File: src/verilog/tetc_pkg.sv
// Package for the touch event trigger configuration bank.
// Assumes byte-wide register port; 16-bit delays split in byte registers.
package tetc_pkg;

  // Register offsets (byte registers)
  localparam logic [3:0] ADDR_TRIG      = 4'h0;
  localparam logic [3:0] ADDR_QSETUP    = 4'h1;
  localparam logic [3:0] ADDR_PERIOD    = 4'h2;
  localparam logic [3:0] ADDR_XDLY_HI   = 4'h3;
  localparam logic [3:0] ADDR_XDLY_LO   = 4'h4;
  localparam logic [3:0] ADDR_YDLY_HI   = 4'h5;
  localparam logic [3:0] ADDR_YDLY_LO   = 4'h6;
  localparam logic [3:0] ADDR_ZDLY_HI   = 4'h7;
  localparam logic [3:0] ADDR_ZDLY_LO   = 4'h8;
  localparam logic [3:0] ADDR_STATUS    = 4'h9;

  // Trigger register bit positions
  localparam int BIT_REL   = 7;
  localparam int BIT_CAL   = 6;
  localparam int BIT_PINCH = 5;
  localparam int BIT_ROT   = 4;
  localparam int BIT_SLD   = 3;
  localparam int BIT_QLVL  = 2;
  localparam int BIT_CAP   = 1;
  localparam int BIT_RES   = 0;

  // Queue setup fields
  localparam int BIT_QEN   = 4;
  localparam int QTH_MSB   = 3;

  // Reset values
  localparam logic [7:0]  TRIG_RST   = 8'h00;
  localparam logic [7:0]  QSETUP_RST = 8'h00;
  localparam logic [7:0]  PERIOD_RST = 8'h0a;
  localparam logic [15:0] DLY_RST    = 16'h0064;

  // Sample queue geometry and period limits
  localparam int          QUEUE_DEPTH = 16;
  localparam logic [4:0]  QUEUE_FULL  = 5'h10;
  localparam logic [7:0]  PERIOD_MIN  = 8'h05;
  localparam logic [7:0]  PERIOD_MAX  = 8'h64;

  // Timing
  localparam int CLK_HZ        = 40000000;
  localparam int US_PER_S      = 1000000;
  localparam int CYC_PER_US    = CLK_HZ / US_PER_S;
  localparam int CYC_PER_MS    = CYC_PER_US * 1000;

  typedef enum logic [2:0] {
    TETC_IDLE   = 3'b000,
    TETC_XWAIT  = 3'b001,
    TETC_YWAIT  = 3'b010,
    TETC_ZWAIT  = 3'b011,
    TETC_DONE   = 3'b100
  } tetc_scan_t;

  // Touch-side events, one-cycle pulses from the scanning logic
  typedef struct packed {
    logic release_ev;
    logic pinch_ev;
    logic rotate_ev;
    logic slide_ev;
    logic cap_ev;
    logic res_ev;
  } tetc_events_t;

  typedef struct packed {
    logic       wr;
    logic       rd;
    logic [3:0] addr;
    logic [7:0] wdata;
  } tetc_bus_t;

endpackage : tetc_pkg

File: src/verilog/tetc_top.sv
// Trigger, sample-queue, scan-period and settle-delay configuration bank.
// Assumes a simple strobe bus and event pulses synchronous to sys_clk.
// Overview of operation
// - A set trigger bit lets its event drive the pending pin; clear blocks it.
// - Trigger bits keep value across power loss except calibration bit 6.
// - Setting bit 6 enters calibration; writing zero during it aborts.
// - Calibration ends when all points found or on reset.
// - Bit 7 raises pending when the screen is released.
// - Bit 5 raises pending on zoom-in or zoom-out gesture.
// - Rotate trigger at bit 4 raises pending on either rotation.
// - Slide trigger at bit 3 raises pending on any slide.
// - Bit 2 raises pending when queue count reaches the watermark.
// - Bit 1 raises pending on any enabled capacitive event.
// - Bit 0 raises pending on each resistive event.
// - Any write to queue setup flushes all stored samples.
// - Queue enable at bit 4 stores each resistive result until the queue holds 16.
// - Watermark bits 3-0; count at or above it sets level flag.
// - Watermark zero means full only; 1 to 15 fires at that count.
// - Scan period in ms, host writes 5 to 100 (any byte written is stored, no clamp to 5-100), one scan per period.
// - X settle delay of 16 bits in microseconds before X sample.
// - Y settle delay of 16 bits in microseconds before Y sample.
// - Pressure settle delay of 16 bits before pressure sample.
// - Delay upper byte in bits 15-8, lower byte in bits 7-0.
// - Calibration loads delays; host writes also accepted.
`timescale 1ns/10ps
`default_nettype none
module tetc_top
  import tetc_pkg::*;
(
  // Clock and reset
  input  wire logic                sys_clk,
  input  wire logic                rst_b,
  // Register port
  input  wire tetc_pkg::tetc_bus_t bus,
  output logic [7:0]               rdata,
  // Retained trigger image, restored after power loss
  input  wire logic [7:0]          nv_trig,
  input  wire logic                nv_load,
  // Touch and calibration side
  input  wire tetc_pkg::tetc_events_t events,
  input  wire logic                cal_points_done,
  input  wire logic                cal_dly_valid,
  input  wire logic [15:0]         cal_x_dly,
  input  wire logic [15:0]         cal_y_dly,
  input  wire logic [15:0]         cal_z_dly,
  input  wire logic                sample_valid,
  input  wire logic                sample_pop,
  // Outputs
  output logic                     calibrating,
  output logic                     scan_tick,
  output logic [2:0]               sample_strobe,
  output logic [4:0]               queue_count,
  output logic                     queue_level_flag,
  output logic                     activity_pending_pin
);
  import tetc_pkg::*;

  logic [7:0]  trig_q, trig_d;
  logic [7:0]  qset_q, qset_d;
  logic [7:0]  per_q, per_d;
  logic [15:0] xd_q, xd_d, yd_q, yd_d, zd_q, zd_d;
  logic [4:0]  cnt_q, cnt_d;
  logic [5:0]  pend_q, pend_d;
  logic        lvl_pend_q, lvl_pend_d;
  logic [7:0]  rdata_q, rdata_d;
  logic [21:0] ptim_q, ptim_d;
  logic [21:0] dtim_q, dtim_d;
  tetc_scan_t  st_q, st_d;
  logic [2:0]  strb_q, strb_d;
  logic        tick_q, tick_d;
  logic        level_hit, cal_wr, push;
  logic [5:0]  ev_vec, en_vec;
  logic [21:0] per_cyc;

  // Event bits ordered release, pinch, rotate, slide, cap, resistive
  assign ev_vec = {events.release_ev, events.pinch_ev, events.rotate_ev,
                   events.slide_ev, events.cap_ev, events.res_ev};
  assign en_vec = {trig_q[BIT_REL],
                   trig_q[BIT_PINCH],
                   trig_q[BIT_ROT],
                   trig_q[BIT_SLD],
                   trig_q[BIT_CAP],
                   trig_q[BIT_RES]};

  assign cal_wr = bus.wr && (bus.addr == ADDR_TRIG);
  assign push   = sample_valid && qset_q[BIT_QEN] && (cnt_q != QUEUE_FULL);

  // Zero watermark means fire on full only
  always_comb begin
    if (qset_q[QTH_MSB:0] == 4'h0) begin
      level_hit = (cnt_q == QUEUE_FULL);
    end else begin
      level_hit = (cnt_q >= {1'b0, qset_q[QTH_MSB:0]});
    end
  end

  assign per_cyc = 22'(per_q) * 22'(CYC_PER_MS);

  // Register bank, queue count and read data
  always_comb begin
    trig_d  = trig_q;
    qset_d  = qset_q;
    per_d   = per_q;
    xd_d    = xd_q;
    yd_d    = yd_q;
    zd_d    = zd_q;
    cnt_d   = cnt_q;
    rdata_d = 8'h00;
    if (nv_load) begin
      trig_d = {nv_trig[7], 1'b0, nv_trig[5:0]};
    end
    if (trig_q[BIT_CAL] && cal_points_done) begin
      trig_d[BIT_CAL] = 1'b0;
    end
    if (push) begin
      cnt_d = cnt_q + 5'h01;
    end else if (sample_pop && cnt_q != 5'h00) begin
      cnt_d = cnt_q - 5'h01;
    end
    if (trig_q[BIT_CAL] && cal_dly_valid) begin
      xd_d = cal_x_dly;
      yd_d = cal_y_dly;
      zd_d = cal_z_dly;
    end
    if (bus.wr) begin
      case (bus.addr)
        ADDR_TRIG:    trig_d = bus.wdata;
        ADDR_QSETUP: begin
          qset_d = {3'h0, bus.wdata[4:0]};
          cnt_d  = 5'h00;
        end
        ADDR_PERIOD:  per_d = bus.wdata;
        ADDR_XDLY_HI: xd_d[15:8] = bus.wdata;
        ADDR_XDLY_LO: xd_d[7:0]  = bus.wdata;
        ADDR_YDLY_HI: yd_d[15:8] = bus.wdata;
        ADDR_YDLY_LO: yd_d[7:0]  = bus.wdata;
        ADDR_ZDLY_HI: zd_d[15:8] = bus.wdata;
        ADDR_ZDLY_LO: zd_d[7:0]  = bus.wdata;
        default: ;
      endcase
    end
    if (bus.rd) begin
      case (bus.addr)
        ADDR_TRIG:    rdata_d = trig_q;
        ADDR_QSETUP:  rdata_d = qset_q;
        ADDR_PERIOD:  rdata_d = per_q;
        ADDR_XDLY_HI: rdata_d = xd_q[15:8];
        ADDR_XDLY_LO: rdata_d = xd_q[7:0];
        ADDR_YDLY_HI: rdata_d = yd_q[15:8];
        ADDR_YDLY_LO: rdata_d = yd_q[7:0];
        ADDR_ZDLY_HI: rdata_d = zd_q[15:8];
        ADDR_ZDLY_LO: rdata_d = zd_q[7:0];
        ADDR_STATUS:  rdata_d = {1'b0, lvl_pend_q, pend_q};
        default:      rdata_d = 8'h00;
      endcase
    end
  end

  // Sticky pending bits; a new event wins over the status read clear
  always_comb begin
    pend_d     = pend_q;
    lvl_pend_d = lvl_pend_q;
    if (bus.rd && bus.addr == ADDR_STATUS) begin
      pend_d     = 6'h00;
      lvl_pend_d = 1'b0;
    end
    pend_d = pend_d | (ev_vec & en_vec);
    if (level_hit && trig_q[BIT_QLVL]) begin
      lvl_pend_d = 1'b1;
    end
  end

  // Scan period timer and settle sequence
  always_comb begin
    ptim_d = ptim_q + 22'h1;
    tick_d = 1'b0;
    st_d   = st_q;
    dtim_d = dtim_q;
    strb_d = 3'b000;
    if (ptim_q + 22'h1 >= per_cyc) begin
      ptim_d = 22'h0;
      tick_d = 1'b1;
    end
    case (st_q)
      TETC_IDLE: begin
        if (tick_q) begin
          st_d   = TETC_XWAIT;
          dtim_d = 22'(xd_q) * 22'(CYC_PER_US);
        end
      end
      TETC_XWAIT: begin
        if (dtim_q == 22'h0) begin
          strb_d = 3'b001;
          st_d   = TETC_YWAIT;
          dtim_d = 22'(yd_q) * 22'(CYC_PER_US);
        end else begin
          dtim_d = dtim_q - 22'h1;
        end
      end
      TETC_YWAIT: begin
        if (dtim_q == 22'h0) begin
          strb_d = 3'b010;
          st_d   = TETC_ZWAIT;
          dtim_d = 22'(zd_q) * 22'(CYC_PER_US);
        end else begin
          dtim_d = dtim_q - 22'h1;
        end
      end
      TETC_ZWAIT: begin
        if (dtim_q == 22'h0) begin
          strb_d = 3'b100;
          st_d   = TETC_DONE;
        end else begin
          dtim_d = dtim_q - 22'h1;
        end
      end
      TETC_DONE: st_d = TETC_IDLE;
      default:   st_d = TETC_IDLE;
    endcase
  end

  always_ff @(posedge sys_clk or negedge rst_b) begin
    if (!rst_b) begin
      trig_q     <= TRIG_RST;
      qset_q     <= QSETUP_RST;
      per_q      <= PERIOD_RST;
      xd_q       <= DLY_RST;
      yd_q       <= DLY_RST;
      zd_q       <= DLY_RST;
      cnt_q      <= 5'h00;
      pend_q     <= 6'h00;
      lvl_pend_q <= 1'b0;
      rdata_q    <= 8'h00;
      ptim_q     <= 22'h0;
      dtim_q     <= 22'h0;
      st_q       <= TETC_IDLE;
      strb_q     <= 3'b000;
      tick_q     <= 1'b0;
    end else begin
      trig_q     <= trig_d;
      qset_q     <= qset_d;
      per_q      <= per_d;
      xd_q       <= xd_d;
      yd_q       <= yd_d;
      zd_q       <= zd_d;
      cnt_q      <= cnt_d;
      pend_q     <= pend_d;
      lvl_pend_q <= lvl_pend_d;
      rdata_q    <= rdata_d;
      ptim_q     <= ptim_d;
      dtim_q     <= dtim_d;
      st_q       <= st_d;
      strb_q     <= strb_d;
      tick_q     <= tick_d;
    end
  end

  assign rdata                = rdata_q;
  assign calibrating          = trig_q[BIT_CAL];
  assign scan_tick            = tick_q;
  assign sample_strobe        = strb_q;
  assign queue_count          = cnt_q;
  assign queue_level_flag     = level_hit;
  assign activity_pending_pin = (|pend_q) | lvl_pend_q;

  // Checks
  property p_cal_abort;
    @(posedge sys_clk) disable iff (!rst_b)
      cal_wr && !bus.wdata[BIT_CAL] |=> !calibrating;
  endproperty
  a_cal_abort: assert property (p_cal_abort)
    else $error("calibration not aborted");

  property p_cal_done;
    @(posedge sys_clk) disable iff (!rst_b)
      calibrating && cal_points_done && !cal_wr |=> !calibrating;
  endproperty
  a_cal_done: assert property (p_cal_done)
    else $error("calibration did not end");

  property p_flush;
    @(posedge sys_clk) disable iff (!rst_b)
      bus.wr && bus.addr == ADDR_QSETUP |=> queue_count == 5'h00;
  endproperty
  a_flush: assert property (p_flush)
    else $error("queue not flushed");

  property p_release;
    @(posedge sys_clk) disable iff (!rst_b)
      events.release_ev && trig_q[BIT_REL] |=> activity_pending_pin;
  endproperty
  a_release: assert property (p_release)
    else $error("release did not raise pending");

  property p_masked;
    @(posedge sys_clk) disable iff (!rst_b)
      !activity_pending_pin && trig_q == 8'h00 && !nv_load
      |=> !activity_pending_pin;
  endproperty
  a_masked: assert property (p_masked)
    else $error("masked event raised pending");

  property p_level;
    @(posedge sys_clk) disable iff (!rst_b)
      qset_q[QTH_MSB:0] != 4'h0 && cnt_q >= {1'b0, qset_q[QTH_MSB:0]}
      |-> queue_level_flag;
  endproperty
  a_level: assert property (p_level)
    else $error("level flag missing");

  property p_zero_wm;
    @(posedge sys_clk) disable iff (!rst_b)
      qset_q[QTH_MSB:0] == 4'h0 && cnt_q != QUEUE_FULL |-> !queue_level_flag;
  endproperty
  a_zero_wm: assert property (p_zero_wm)
    else $error("zero watermark fired early");

  property p_clear;
    @(posedge sys_clk) disable iff (!rst_b)
      bus.rd && bus.addr == ADDR_STATUS && ev_vec == 6'h00 && !level_hit
      |=> !activity_pending_pin;
  endproperty
  a_clear: assert property (p_clear)
    else $error("pending not cleared by read");

  property p_nv;
    @(posedge sys_clk) disable iff (!rst_b)
      nv_load && !bus.wr |=> !trig_q[BIT_CAL];
  endproperty
  a_nv: assert property (p_nv)
    else $error("calibration bit restored");

  property p_level_pend;
    @(posedge sys_clk) disable iff (!rst_b)
      queue_level_flag && trig_q[BIT_QLVL] |=> activity_pending_pin;
  endproperty
  a_level_pend: assert property (p_level_pend)
    else $error("queue level did not raise pending");

  property p_pinch;
    @(posedge sys_clk) disable iff (!rst_b)
      events.pinch_ev && trig_q[BIT_PINCH] |=> activity_pending_pin;
  endproperty
  a_pinch: assert property (p_pinch)
    else $error("pinch did not raise pending");

  property p_rotate;
    @(posedge sys_clk) disable iff (!rst_b)
      events.rotate_ev && trig_q[BIT_ROT] |=> activity_pending_pin;
  endproperty
  a_rotate: assert property (p_rotate)
    else $error("rotate did not raise pending");

  property p_slide;
    @(posedge sys_clk) disable iff (!rst_b)
      events.slide_ev && trig_q[BIT_SLD] |=> activity_pending_pin;
  endproperty
  a_slide: assert property (p_slide)
    else $error("slide did not raise pending");

  property p_cap;
    @(posedge sys_clk) disable iff (!rst_b)
      events.cap_ev && trig_q[BIT_CAP] |=> activity_pending_pin;
  endproperty
  a_cap: assert property (p_cap)
    else $error("capacitive event did not raise pending");

  property p_push;
    @(posedge sys_clk) disable iff (!rst_b)
      push && !(bus.wr && bus.addr == ADDR_QSETUP)
      |=> queue_count == $past(cnt_q) + 5'h01;
  endproperty
  a_push: assert property (p_push)
    else $error("stored sample not counted");

  c_cal:   cover property (@(posedge sys_clk) calibrating ##1 !calibrating);
  c_flush: cover property (@(posedge sys_clk) cnt_q != 5'h00 ##1 cnt_q == 5'h00);
  c_pend:  cover property (@(posedge sys_clk) activity_pending_pin);
  c_scan:  cover property (@(posedge sys_clk) sample_strobe == 3'b100);

endmodule : tetc_top
`default_nettype wire

File: config.mk
export PLATFORM = sky130hd
export DESIGN_NAME = tetc_top
export DESIGN_NICKNAME = d
export VERILOG_FILES = /design/src/verilog/tetc_pkg.sv /design/src/verilog/tetc_top.sv
export SDC_FILE = /design/constraint.sdc
export NUM_CORES = 1
export LEC_CHECK = 0
export BUFFER_PORTS_ARGS = -buffer_cell sky130_fd_sc_hd__buf_4
export CORE_MARGIN = 3
export CORE_UTILIZATION = 28
export DETAILED_ROUTE_END_ITERATION = 6
export SLEW_MARGIN = 10
export SYNTH_ARGS = -nofsm -noshare
export SYNTH_HDL_FRONTEND = slang
export SYNTH_SLANG_ARGS = --single-unit
File: constraint.sdc
create_clock -name sys_clk -period 5.3 [get_ports sys_clk]
set_clock_uncertainty 0.15 [all_clocks]
set_input_delay 0.53 -clock sys_clk [delete_from_list [all_inputs] [get_ports sys_clk]]
set_output_delay 0.53 -clock sys_clk [all_outputs]
set_load 0.05 [all_outputs]
==> metrics.csv <==
metric,value,unit
setup-tns-final,0,ps
drt-total-wl,35.2,mm
leakagePower,6.47,nW
grt_pass1_vias,9507,
cp.required,5480,ps
gp_congestion,0.898,
dp_hpwl,27.0,mm
vdd.ir_drop.worst,0.462,mV
port_buffers,101,
ff2ff_path_depth,21,
clock_sinks,140,
row_count,73,
cpLargestDelayFamily,adder cells,
fp.dieH,208,um
cpPeakStageDelay,550,ps
yosys.area.top_type,dfrtp_1,
avgSynthCellArea,9.01,um^2
antenna_cells,0,
path_common_cell,a21o_1,
cts_made_buffers,17,
slew-limit-headroom,0.343,
critical_path_buf_inv_count,4,
hold_class,in2async,
synth_seq_area_share,0.309,
synth_seq_cells,140,
syn_inst,1264,
synth_edf_count,0,
yosys-top-cells-area,"dfrtp_1 28%, ha_1 16%, mux2i_1 5.9%",
wire_per_inst,18.7,um
firstDrtPassIters,6,
multi_input_area,7510,um^2
setup_violations,0,
core,39900,um^2
cp.arrival,5310,ps
startpoint_type,flip-flop,
fp.dieW,208,um
slowest_stage,dfstp_2,
fillerInstances,4100,
clock_latency,440,ps
worst_slew_pin_slew,983,ps
area_growth,18.4,%
dieArea,43100,um^2
drt_iter0_markers,741,
clock.fmax,195,MHz
end_kind,flip-flop,
final_hold_viol_count,0,
seqCellArea,3520,um^2
io_pins,103,
initial_utilization,0.285,
fin_ws,163,ps
outcome,"finished, final reports clean",
cts-root-buf,clkbuf_16,
netlist_area,11400,um^2
cts_tree,yes,
worstSetupPathType,reg2reg,
rsz0062_at_grt,true,
drv_cap,0,
worstReg2RegStart,per_q[3],
netlist.area_leader.share,0.283,
antenna_found_initial,0,
clk_pin_slew,60,ps
grt_usage,0.161,
h-tree-depth,4,
layout-drive-gt1-share,0.153,
overflow,0,
rr_endpoint,ptim_q[17],
min_period,5140,ps
yosys_warnings,0,
power.density,549,nW/um^2
dp_slack,31.7,ps
crit_chain,ha_4 -> ha_4 -> inv_2 -> fa_1 -> fa_1 -> buf_4 -> fa_2 -> inv_1 -> a21oi_1 -> o21ai_1 -> a21o_1 -> a21o_1 -> a21o_1 -> a21oi_2 -> xor2_1 -> ha_1 -> o211ai_1 -> or4_4 -> o21ai_4 -> clkbuf_16 -> nor2b_1,
via_count,9721,
nets,1589,
syn-num-nets,1506,
ys.flop_type,dfrtp_1,
drc,0,
cts_max_path_buffers,2,
grt_max_degree,101,
fin_util,0.338,
ant_nets,0,
period_share,0.969,
yosysUniqueCellTypes,77,
async_reset_ff_frac,1.00,
via_per_inst,5.16,
reg2reg_setup_slack,160,ps
crit_path_max_fanout,6,
grt_pass1_wl,55.1,mm
slew_viol_final,0,
==> registers in the layout (all words and copies together) (netlist names) <==
name / cells
dtim_q: 22
ptim_q: 22
xd_q: 16
yd_q: 16
zd_q: 16
per_q: 8
rdata: 8
trig_q: 8
pend_q: 6
qset_q: 5
queue_count: 5
sample_strobe: 3
st_q: 3
lvl_pend_q: 1
scan_tick: 1
==> layout by cell type (no fill, tap or decap), types with 7 or more instances in the layout <==
cell type and n:
o211ai_1 7, nor3_1 18, clkbuf_16 19, nand3_1 37, dfrtp_1 129, xor2_1 34, xnor2_1 48, a21oi_1 93
or3_1 10, mux2i_1 67, ha_1 142, o21a_1 8, a211oi_1 12, fa_1 14, a22o_1 12, a21o_1 18
mux2_2 9, nand2b_1 9, inv_1 56, a32oi_1 11, buf_4 115, dfstp_2 11, nand2_1 98, o21ai_1 8
nor2_1 131, nor2b_1 23, and3_1 12, nor4_1 12, o22ai_1 7, o21ai_0 67
==> layer usage <==
metal	up-vias	track usage	wire length (um)
met5	-	0	0
met4	0	0.0379	700
met3	49	0.0316	2050
met2	269	0.274	17200
met1	4681	0.213	15300
li1	4722	-	-
==> worst max path at each step <==
stage / start / slack, ps / depth (start not counted) / end
after floorplan: per_q[3] / 10 / 21 / ptim_q[10]
after global placement: per_q[3] / 2 / 21 / ptim_q[5]
after detailed placement: per_q[3] / 30 / 21 / ptim_q[7]
after CTS: per_q[3] / 20 / 21 / ptim_q[8]
after global routing: per_q[3] / -50 / 21 / ptim_q[13]
final: per_q[3] / 160 / 21 / ptim_q[17]
==> stage by stage <==
step | area (um^2) | std cells | power, mW | hold slack [ps]
final | 13500 | 1885 | 7.40 | 12.0
after CTS | 13300 | 1878 | 7.25 | 90.8
after global placement | 12700 | 1846 | 5.80 | 317
after detailed placement | 12700 | 1846 | 5.88 | 334
after global routing | 13500 | 1885 | 8.06 | 105
after floorplan | 11400 | 1264 | 4.73 | 84.4
==> power breakdown <==
part	switching, mW	total (mW)	internal (mW)	leakage (nW)
logic	2.41	4.32	1.91	4.46
registers	0.402	1.74	1.34	1.70
clock network	0.543	1.34	0.800	0.308
total	3.36	7.40	4.05	6.47
==> synthesized netlist by cell type (all sizes together) (9+ instances only) <==
cell type  count
nand3         37
dfrtp        129
mux2i         67
and3          12
a22o          12
xnor2         48
ha           144
a211oi        13
nand2        100
a32oi         11
nor3          19
nor4          12
a21o          18
mux2           9
xor2          34
dfstp         11
nand2b         9
buf           19
nor2         138
nor2b         24
o21ai         78
or3           10
fa            15
a21oi         97
inv           57
clkbuf        37
==> kinds of logic after synthesis <==
logic type                 Yosys count  synth area share
and+or+nand+nor                    386             0.160
AOI/OAI and AO/OA                  305             0.170
adders and majority gates          159             0.185
DFF                                140             0.309
buffers and inverters              113            0.0402
xor gates and xnor gates            82            0.0630
muxes                               79            0.0737
==> timing repair <==
action                                  4_1_cts  5_1_grt
setup buffers                                 0        4
gates resized for setup                       0       22
pin swaps                                     1       21
hold buffers                                  0        0
gates cloned                                  0        3
endpoints found under the setup margin        1       23
==> cell type report <==
| type | count | area share |
|---|---|---|
| multi-input combinational | 1011 | 0.557 |
| inverter | 57 | 0.0159 |
| clock buffer | 18 | 0.0318 |
| clock inverter | 14 | 0.0152 |
| timing repair buffer | 120 | 0.0709 |
| tap | 525 | 0.0487 |
| sequential | 140 | 0.261 |
No activity file was read; power rests on OpenSTA's default activity.
